<file path="config.mk">
export PLATFORM = sky130hd
export DESIGN_NAME = pmt_timer
export DESIGN_NICKNAME = d
export VERILOG_FILES = /design/src/pmt_pkg.sv /design/src/pmt_prescaler.sv /design/src/pmt_postscaler.sv /design/src/pmt_timer.sv
export VERILOG_INCLUDE_DIRS = /design/src /design/src/src
export SDC_FILE = /design/constraint.sdc
export NUM_CORES = 1
export LEC_CHECK = 0
export ABC_AREA = 1
export ABC_CLOCK_PERIOD_IN_PS = 2360
export BUFFER_PORTS_ARGS = -buffer_cell sky130_fd_sc_hd__buf_2
export CAP_MARGIN = 5
export CORE_ASPECT_RATIO = 0.6
export CORE_UTILIZATION = 47
export DETAILED_ROUTE_END_ITERATION = 6
export PLACE_DENSITY_LB_ADDON = 0.1
export SLEW_MARGIN = 40
export SYNTH_ARGS = -nofsm -noshare
export SYNTH_HDL_FRONTEND = slang
export SYNTH_HIERARCHICAL = 1
export SYNTH_SLANG_ARGS = --single-unit
</file>
<file path="constraint.sdc">
create_clock -name pclk -period 2.36 [get_ports pclk]
set_input_delay 0.236 -clock pclk [delete_from_list [all_inputs] [get_ports pclk]]
set_output_delay 0.236 -clock pclk [all_outputs]
set_load 0.02 [all_outputs]
</file>
<file path="src/pmt_map.svh">
// Purpose: register map, field positions, reset values and timing counts of the
//          period match timer
// Assumes: 12-bit byte address on the register bus, 32-bit data
// Notes:   byte address of a register is four times its index
`ifndef PMT_MAP_SVH
`define PMT_MAP_SVH

// register indices
`define PMT_IDX_FLAG        8'h0c
`define PMT_IDX_TICK        8'h11
`define PMT_IDX_CTRL        8'h12
`define PMT_IDX_MASK        8'h8c
`define PMT_IDX_PERIOD      8'h92
`define PMT_BYTE_ADDR(idx)  ({2'b00, (idx), 2'b00})

// field positions
`define PMT_CTL_PRE_LSB     0
`define PMT_CTL_PRE_MSB     1
`define PMT_CTL_ON_BIT      2
`define PMT_CTL_POST_LSB    3
`define PMT_CTL_POST_MSB    6
`define PMT_FLAG_MATCH_BIT  1

// reset values
`define PMT_TICK_RST        8'h00
`define PMT_PERIOD_RST      8'hff
`define PMT_CTRL_RST        7'h00
`define PMT_FLAG_RST        1'b0
`define PMT_MASK_RST        1'b0

// timing counts: last phase of the oscillator-by-four divider and prescaler ends
`define PMT_PHASE_LAST      2'h3
`define PMT_PRE4_LAST       4'h3
`define PMT_PRE16_LAST      4'hf

`endif

</file>
<file path="src/pmt_pkg.sv">
// Purpose: shared types of the period match timer
// Assumes: apb3 style slave, no byte strobes
// Notes:   control struct layout equals the control register bits 6:0
package pmt_pkg;

    typedef struct packed {
        logic        psel;
        logic        penable;
        logic        pwrite;
        logic [11:0] paddr;
        logic [31:0] pwdata;
    } pmt_apb_req_s;

    typedef struct packed {
        logic [31:0] prdata;
        logic        pready;
        logic        pslverr;
    } pmt_apb_rsp_s;

    typedef enum logic [1:0] {
        PMT_PRE_DIV1   = 2'b00,
        PMT_PRE_DIV4   = 2'b01,
        PMT_PRE_DIV16  = 2'b10,
        PMT_PRE_DIV16B = 2'b11
    } pmt_pre_e;

    typedef struct packed {
        logic [3:0] post_divide_select;
        logic       count_on;
        pmt_pre_e   pre_divide_select;
    } pmt_ctrl_s;

    typedef enum logic [1:0] {
        PMT_BUS_IDLE   = 2'b00,
        PMT_BUS_ANSWER = 2'b01
    } pmt_bus_e;

endpackage

</file>
<file path="src/pmt_prescaler.sv">
// Purpose: input prescaler of the period match timer
// Assumes: inst_tick is a one-cycle pulse at the instruction rate
// Notes:   output tick is combinational, one cycle wide
`timescale 1ns/1ns
`include "pmt_map.svh"
module pmt_prescaler (
    input  logic              pclk,
    input  logic              presetn,
    input  logic              clk_en,
    input  logic              inst_tick,
    input  logic              clear,
    input  logic              run,
    input  pmt_pkg::pmt_pre_e sel,
    output logic              tick
);
    import pmt_pkg::*;

    typedef struct packed {
        logic [3:0] count;
    } pmt_pre_state_s;

    pmt_pre_state_s state_reg;
    pmt_pre_state_s state_next;
    logic           hit;

    // divider end and next count; clear beats any tick in the same cycle
    always_comb begin
        state_next = state_reg;
        hit        = 1'b0;
        case (sel)
            PMT_PRE_DIV1: begin
                hit = 1'b1;
            end
            PMT_PRE_DIV4: begin
                hit = (state_reg.count == `PMT_PRE4_LAST);
            end
            default: begin
                hit = (state_reg.count == `PMT_PRE16_LAST);
            end
        endcase
        tick = run & inst_tick & hit & ~clear; // RL3
        if (clear) begin
            state_next.count = 4'h0; // RL7
        end else if (run & inst_tick) begin
            state_next.count = hit ? 4'h0 : state_reg.count + 4'h1; // RL3
        end
    end

    // state register, frozen while clk_en is low
    always_ff @(posedge pclk or negedge presetn) begin
        if (!presetn) begin
            state_reg <= '0; // RL7
        end else if (clk_en) begin
            state_reg <= state_next;
        end
    end

endmodule

</file>
<file path="src/pmt_postscaler.sv">
// Purpose: match postscaler of the period match timer
// Assumes: match is a one-cycle pulse
// Notes:   field value n gives one fire per n+1 matches
`timescale 1ns/1ns
module pmt_postscaler (
    input  logic       pclk,
    input  logic       presetn,
    input  logic       clk_en,
    input  logic       match,
    input  logic       clear,
    input  logic [3:0] sel,
    output logic       fire
);
    typedef struct packed {
        logic [3:0] count;
    } pmt_post_state_s;

    pmt_post_state_s state_reg;
    pmt_post_state_s state_next;

    // match counting; a clear drops a match of the same cycle
    always_comb begin
        state_next = state_reg;
        fire       = match & ~clear & (state_reg.count == sel); // RL4
        if (clear) begin
            state_next.count = 4'h0; // RL7
        end else if (match) begin
            state_next.count = fire ? 4'h0 : state_reg.count + 4'h1; // RL4
        end
    end

    // state register, frozen while clk_en is low
    always_ff @(posedge pclk or negedge presetn) begin
        if (!presetn) begin
            state_reg <= '0; // RL7
        end else if (clk_en) begin
            state_reg <= state_next;
        end
    end

endmodule

</file>
<file path="src/pmt_timer.sv">
// Purpose: 8-bit period match timer with prescaler, postscaler and apb registers
// Assumes: pclk is the oscillator clock; the counter runs from pclk divided by four
// Notes:   one wait state on every apb access; match pulse feeds the pwm unit
//
// Functional notes
// (RL1) 8-bit counter, software read and write
// (RL2) 8-bit period limit, compared each increment
// (RL3) prescale oscillator/4 by 1, 4 or 16
// (RL4) postscaler flags once per n+1 matches
// (RL5) postscaler completion sets sticky match flag
// (RL6) control bit 2 runs or stops counter
// (RL7) counter/control writes and reset clear dividers
// (RL8) control write keeps counter value
// (RL9) reset clears counter to zero
// (RL10) match event drives pwm time base
// (RL11) count to period, then wrap to zero
// (RL12) period limit resets to all ones
// (RL13) counter write beats same-cycle increment
//
// The implementer's own choice: register access over APB.
`timescale 1ns/1ns
`include "pmt_map.svh"
module pmt_timer (
    input  logic                  pclk,
    input  logic                  presetn,
    input  logic                  clk_en,
    input  pmt_pkg::pmt_apb_req_s apb_req,
    output pmt_pkg::pmt_apb_rsp_s apb_rsp,
    output logic                  irq,
    output logic                  time_base_pulse,
    output logic [7:0]            tick_value
);
    import pmt_pkg::*;

    // whole state of the top level in one record
    typedef struct packed {
        pmt_bus_e     bus;
        logic [1:0]   phase;
        logic [7:0]   tick_count;
        logic [7:0]   period_limit;
        pmt_ctrl_s    ctrl;
        logic         match_flag;
        logic         match_mask;
        logic         time_base;
        logic         irq;
        pmt_apb_rsp_s rsp;
    } pmt_top_state_s;

    pmt_top_state_s state_reg;
    pmt_top_state_s state_next;

    // decoded bus terms
    logic        access;
    logic        commit;
    logic        wr_commit;
    logic        hit_tick;
    logic        hit_period;
    logic        hit_ctrl;
    logic        hit_flag;
    logic        hit_mask;
    logic        addr_hit;
    logic        wr_tick;
    logic        wr_period;
    logic        wr_ctrl;
    logic        wr_flag;
    logic        wr_mask;
    logic [31:0] read_word;
    logic [7:0]  wdata;

    // timer datapath terms
    logic        inst_tick;
    logic        div_clear;
    logic        pre_tick;
    logic        at_limit;
    logic        period_match;
    logic        post_fire;

    // outputs come straight from the state register
    assign apb_rsp         = state_reg.rsp;
    assign irq             = state_reg.irq;
    assign time_base_pulse = state_reg.time_base; // RL10
    assign tick_value      = state_reg.tick_count; // RL10

    // address decode; byte address is four times the register index
    always_comb begin
        hit_tick   = 1'b0;
        hit_period = 1'b0;
        hit_ctrl   = 1'b0;
        hit_flag   = 1'b0;
        hit_mask   = 1'b0;
        case (apb_req.paddr)
            `PMT_BYTE_ADDR(`PMT_IDX_TICK): begin
                hit_tick = 1'b1;
            end
            `PMT_BYTE_ADDR(`PMT_IDX_PERIOD): begin
                hit_period = 1'b1;
            end
            `PMT_BYTE_ADDR(`PMT_IDX_CTRL): begin
                hit_ctrl = 1'b1;
            end
            `PMT_BYTE_ADDR(`PMT_IDX_FLAG): begin
                hit_flag = 1'b1;
            end
            `PMT_BYTE_ADDR(`PMT_IDX_MASK): begin
                hit_mask = 1'b1;
            end
            default: begin
                hit_tick = 1'b0;
            end
        endcase
        addr_hit = hit_tick | hit_period | hit_ctrl | hit_flag | hit_mask;
    end

    // read mux; narrow registers sit in the low bits, the rest reads zero
    always_comb begin
        read_word = 32'h0000_0000;
        if (hit_tick) begin
            read_word[7:0] = state_reg.tick_count; // RL1
        end
        if (hit_period) begin
            read_word[7:0] = state_reg.period_limit; // RL2
        end
        if (hit_ctrl) begin
            read_word[`PMT_CTL_POST_MSB:`PMT_CTL_PRE_LSB] = state_reg.ctrl;
        end
        if (hit_flag) begin
            read_word[`PMT_FLAG_MATCH_BIT] = state_reg.match_flag; // RL5
        end
        if (hit_mask) begin
            read_word[`PMT_FLAG_MATCH_BIT] = state_reg.match_mask;
        end
    end

    // a write lands only at the edge where pready is seen high
    assign access    = apb_req.psel & apb_req.penable;
    assign commit    = access & (state_reg.bus == PMT_BUS_ANSWER);
    assign wr_commit = commit & apb_req.pwrite;
    assign wr_tick   = wr_commit & hit_tick;
    assign wr_period = wr_commit & hit_period;
    assign wr_ctrl   = wr_commit & hit_ctrl;
    assign wr_flag   = wr_commit & hit_flag;
    assign wr_mask   = wr_commit & hit_mask;
    assign wdata     = apb_req.pwdata[7:0];

    // both dividers restart on a counter or control write
    assign div_clear = wr_tick | wr_ctrl; // RL7

    // instruction rate: one pulse every fourth oscillator cycle
    assign inst_tick = (state_reg.phase == `PMT_PHASE_LAST); // RL3

    // limit compare; the wrap increment itself is the match event
    assign at_limit     = (state_reg.tick_count == state_reg.period_limit); // RL2
    assign period_match = pre_tick & at_limit & ~wr_tick; // RL11

    // prescaler only advances while the timer is switched on
    pmt_prescaler pmt_prescaler_inst (
        .pclk      (pclk),
        .presetn   (presetn),
        .clk_en    (clk_en),
        .inst_tick (inst_tick),
        .clear     (div_clear),
        .run       (state_reg.ctrl.count_on), // RL6
        .sel       (state_reg.ctrl.pre_divide_select),
        .tick      (pre_tick)
    );

    // postscaler counts period matches into flag events
    pmt_postscaler pmt_postscaler_inst (
        .pclk    (pclk),
        .presetn (presetn),
        .clk_en  (clk_en),
        .match   (period_match),
        .clear   (div_clear),
        .sel     (state_reg.ctrl.post_divide_select),
        .fire    (post_fire)
    );

    // next state of counter, registers, flag and bus answer
    always_comb begin
        state_next = state_reg;

        // free running quarter-rate phase; it is clocking, not timer state
        state_next.phase = state_reg.phase + 2'h1;

        // counter: software write wins, else step on each prescaled tick
        if (wr_tick) begin
            state_next.tick_count = wdata; // RL13
        end else if (pre_tick) begin
            if (at_limit) begin
                state_next.tick_count = 8'h00; // RL11
            end else begin
                state_next.tick_count = state_reg.tick_count + 8'h01; // RL11
            end
        end

        // period limit holds any value; a limit below the count lets it run to ff
        if (wr_period) begin
            state_next.period_limit = wdata; // RL2
        end

        // control write changes control and restarts both dividers; the count is kept as it is
        if (wr_ctrl) begin
            state_next.ctrl = pmt_ctrl_s'(wdata[`PMT_CTL_POST_MSB:`PMT_CTL_PRE_LSB]); // RL8
        end

        // mask gates the flag onto the interrupt line
        if (wr_mask) begin
            state_next.match_mask = wdata[`PMT_FLAG_MATCH_BIT];
        end

        // write one to clear; a new event in the same cycle keeps it set
        if (wr_flag & wdata[`PMT_FLAG_MATCH_BIT]) begin
            state_next.match_flag = 1'b0;
        end
        if (post_fire) begin
            state_next.match_flag = 1'b1; // RL5
        end

        // level interrupt follows the flag and mask of the same cycle
        state_next.irq = state_next.match_flag & state_next.match_mask;

        // one-cycle pwm time base pulse per period
        state_next.time_base = period_match; // RL10

        // bus: answer one cycle into the access phase, then drop pready
        case (state_reg.bus)
            PMT_BUS_IDLE: begin
                state_next.rsp.pready  = 1'b0;
                state_next.rsp.pslverr = 1'b0;
                if (access) begin
                    state_next.bus         = PMT_BUS_ANSWER;
                    state_next.rsp.pready  = 1'b1;
                    state_next.rsp.pslverr = ~addr_hit;
                    if (!apb_req.pwrite) begin
                        state_next.rsp.prdata = read_word; // RL1
                    end
                end
            end
            PMT_BUS_ANSWER: begin
                state_next.bus         = PMT_BUS_IDLE;
                state_next.rsp.pready  = 1'b0;
                state_next.rsp.pslverr = 1'b0;
            end
            default: begin
                state_next.bus         = PMT_BUS_IDLE;
                state_next.rsp.pready  = 1'b0;
                state_next.rsp.pslverr = 1'b0;
            end
        endcase
    end

    // state register; clk_en low freezes the whole timer and the bus answer
    always_ff @(posedge pclk or negedge presetn) begin
        if (!presetn) begin
            state_reg.bus          <= PMT_BUS_IDLE;
            state_reg.phase        <= 2'h0;
            state_reg.tick_count   <= `PMT_TICK_RST; // RL9
            state_reg.period_limit <= `PMT_PERIOD_RST; // RL12
            state_reg.ctrl         <= pmt_ctrl_s'(`PMT_CTRL_RST); // RL6
            state_reg.match_flag   <= `PMT_FLAG_RST;
            state_reg.match_mask   <= `PMT_MASK_RST;
            state_reg.time_base    <= 1'b0;
            state_reg.irq          <= 1'b0;
            state_reg.rsp          <= '0;
        end else if (clk_en) begin
            state_reg <= state_next;
        end
    end

    // count_on gates the prescaler run input above, so the counter sits still
    // while off; the quarter-rate phase keeps turning, which costs two bits only
    // and keeps the first tick after switch-on within four cycles
    // RL6 is carried by the run connection of the prescaler instance

endmodule

</file>
==> impl_metrics.toml <==
[synthesis]
ys_seq_area_share_pct = 37.61
syn_avg_cell_area_um2 = 7.205
ys.flop_type = "dfrtp_1"
muxShareOfSynthArea_pct = 0
synth_top_family_by_area = "simple AND/OR/NAND/NOR gates"
yosys_warnings = 6
netlist_instances = 447
synth_top_area_share_pct = 31.08
post-synth-top-count-cell = "nand2_1"
synth_compound_area_share_pct = 7.459
async_flop_share_pct = 100.0
synthesis.area_um2 = 3221
ys_ff_latch = 48
ys_top_cells_by_count = "nand2_1 (162), inv_1 (45), buf_4 (43)"
synth_edf_count = 0
synth_cell_types = 36
yosys.area.top_type = "dfrtp_1"
yosys.area_share.adder_pct = 1.554
synth-xor-area-share_pct = 2.448
yosys.area_share.simple_pct = 33.37
synthTopCellsByArea = "dfrtp_1 (31%), nand2_1 (19%), buf_4 (10%)"

[detailed_routing]
route.detailed.wl_per_inst_um = 12.85
drtIter0Drc = 215
via_per_inst = 4.767
vias = 2727
drtPass1Iterations = 5
drc_errors = 0
wl_um = 7353
ant_nets = 0

[power_and_ir_drop]
p_seq_share_pct = 46.4
combPwrFrac_pct = 10.3
peakVddDrop_v = 0.0003541
switching_share_pct = 25.46
p_int_mw = 1.418
power_frac_clock_pct = 43.3
p_sw_mw = 0.4843
p_leak_nw = 1.938
power_density_nw_per_um2 = 536.0

[place]
numPortBuffers = 45
pre_cts_slack_ns = 0.2130
dp_hpwl_um = 5670
place_congestion = 0.8441

[cts]
postCtsSetupRepairBufs = 0
cts_hold_buf = 0
cts_tree = "yes"
clk_pin_slew_ns = 0.06
cts-resized-gates = 0
clockRootBuffer = "clkbuf_16"
insertion_delay_ns = 0.29
clock_sinks = 48
numCtsBuffers = 5
clk_path_buf_depth = 2
cts_max_level = 2

[global_route]
globalRoute.busiestLayer = "met1"
grt_usage_pct = 22.99
grt_pass1_wl_um = 12340
groute.layer.met1.usage_pct = 35.91
antenna_found_initial = 0
grt_max_degree = 49
gr-usage-met3_pct = 5.911
grt_overflow_total = 0
grt_pass1_vias = 2445
gr-usage-met2_pct = 31.53

[timing]
period_needed_ns = 2.058
timing.setup.tns_ns = 0
setup_viol = 0
final_max_slew_viol_count = 0
setup_slack_ns = 0.3016
fmax_mhz = 485.8
finClkSkew_ns = 0.007700
rsz0062_at_grt = "false"
finalCritPeriodShare_pct = 87.22
final-hold-violation-count = 0
slew_headroom_pct = 58.82
worstMarginPinSlew_ns = 0.6177

[die]
die_y_um = 66.12
die_area_um2 = 7198
rows = 22
fp.coreArea_um2 = 6359
io_pins = 94
die_w_um = 108.9
initial_utilization_pct = 50.65

[final_layout]
largest_reg_flops = 20
antennaDiodeCount = 0
area_growth_pct = 10.18
drive_above_1_share_pct = 21.93
num-nets-final = 541

[outcome]
outcome = "finished clean"

[setup_path]
cp_data_required_time_ns = 2.59
critical_path.endpoint_type = "flop"
cp-start-kind = "flop"
path_max_fanout = 5
critPathKind = "reg -> reg"
worstPathArrival_ns = 2.29
r2r_slack_ns = 0.30

[worst_hold_path]
hp-class = "in -> async"

[job]
drv_cap = 0
==> power groups by stage <==
stage	registers, mW	clock network, mW	logic, mW
floorplan	0.892	0	0.170
global placement	0.896	0	0.195
detailed placement	0.897	0	0.197
CTS	0.882	0.837	0.198
global route	0.887	0.873	0.224
finish	0.882	0.824	0.196
==> worst max-delay path, stage by stage, from the launching register on <==
cell,delay [ns]
dfrtp_1,0.40
ha_1,0.23
nand3_1,0.09
nand2_1,0.08
nand2_2,0.09
nor3_2,0.14
inv_1,0.08
nor3_2,0.22
nand2_1,0.11
nor2_4,0.11
nand3_2,0.11
inv_1,0.08
inv_1,0.05
nand2_1,0.07
nand3_1,0.07
nand2_1,0.06
==> kinds of logic (layout without fill, tap and decap cells) <==
kind of cell,after synthesis,in the layout
simple gates,242,242
buf+inv,102,120
flops,48,48
compound gates,41,41
xor+xnor,9,9
fa+ha+maj,4,4
other cells,1,24
==> cell type report <==
cell class / instances / area, um^2
Fill cell: 621 / 2810
Multi-Input combinational cell: 320 / 1539
Sequential cell: 48 / 1211
Timing Repair Buffer: 58 / 322.8
Inverter: 54 / 202.7
Clock buffer: 5 / 125.1
Tap cell: 84 / 105.1
Clock inverter: 3 / 42.54
==> routing by layer <==
| layer | part of all wire [%] | vias to the layer above |
|---|---|---|
| met5 | 0 | - |
| met4 | 0.42 | 0 |
| met3 | 5.6 | 5 |
| met2 | 39 | 72 |
| met1 | 55 | 1240 |
| li1 | - | 1410 |
==> worst paths after layout <==
path                                                  from              end  depth (start not counted)
max reg2reg                pmt_prescaler_inst/state_reg[0]              irq                         15
min in group pclk                               apb_req[7]    state_reg[52]                          3
max                        pmt_prescaler_inst/state_reg[0]              irq                         15
min                                                presetn    state_reg[61]                          2
min reg2reg                                time_base_pulse  time_base_pulse                          2
max in group asynchronous                          presetn       apb_rsp[8]                          2
==> per-stage QoR <==
stage	cell area [um^2]	hold slack (ns)	power, mW	utilization [%]	instances
6_report	3548	0.04297	1.902	55.80	572
4_1_cts	3543	0.07161	1.917	55.73	572
5_1_grt	3548	0.1148	1.983	55.80	572
3_5_place_dp	3376	0.3910	1.094	53.09	564
3_3_place_gp	3376	0.3820	1.091	53.09	564
2_1_floorplan	3307	-0.05959	1.061	-	470
==> cell usage in the layout (no fill, tap or decap), drive strengths merged <==
| cell | n |
|---|---|
| a21oi | 8 |
| a31o | 1 |
| a31oi | 2 |
| and2 | 1 |
| buf | 58 |
| bufinv | 1 |
| clkbuf | 5 |
| clkinv | 1 |
| clkinvlp | 1 |
| conb | 24 |
| dfrtp | 40 |
| dfstp | 8 |
| ha | 4 |
| inv | 54 |
| nand2 | 171 |
| nand3 | 26 |
| nand3b | 5 |
| nand4 | 5 |
| nor2 | 30 |
| nor3 | 4 |
| o211ai | 4 |
| o21ai | 26 |
| xnor2 | 4 |
| xor2 | 5 |
Power figures use the tool's default switching activity.
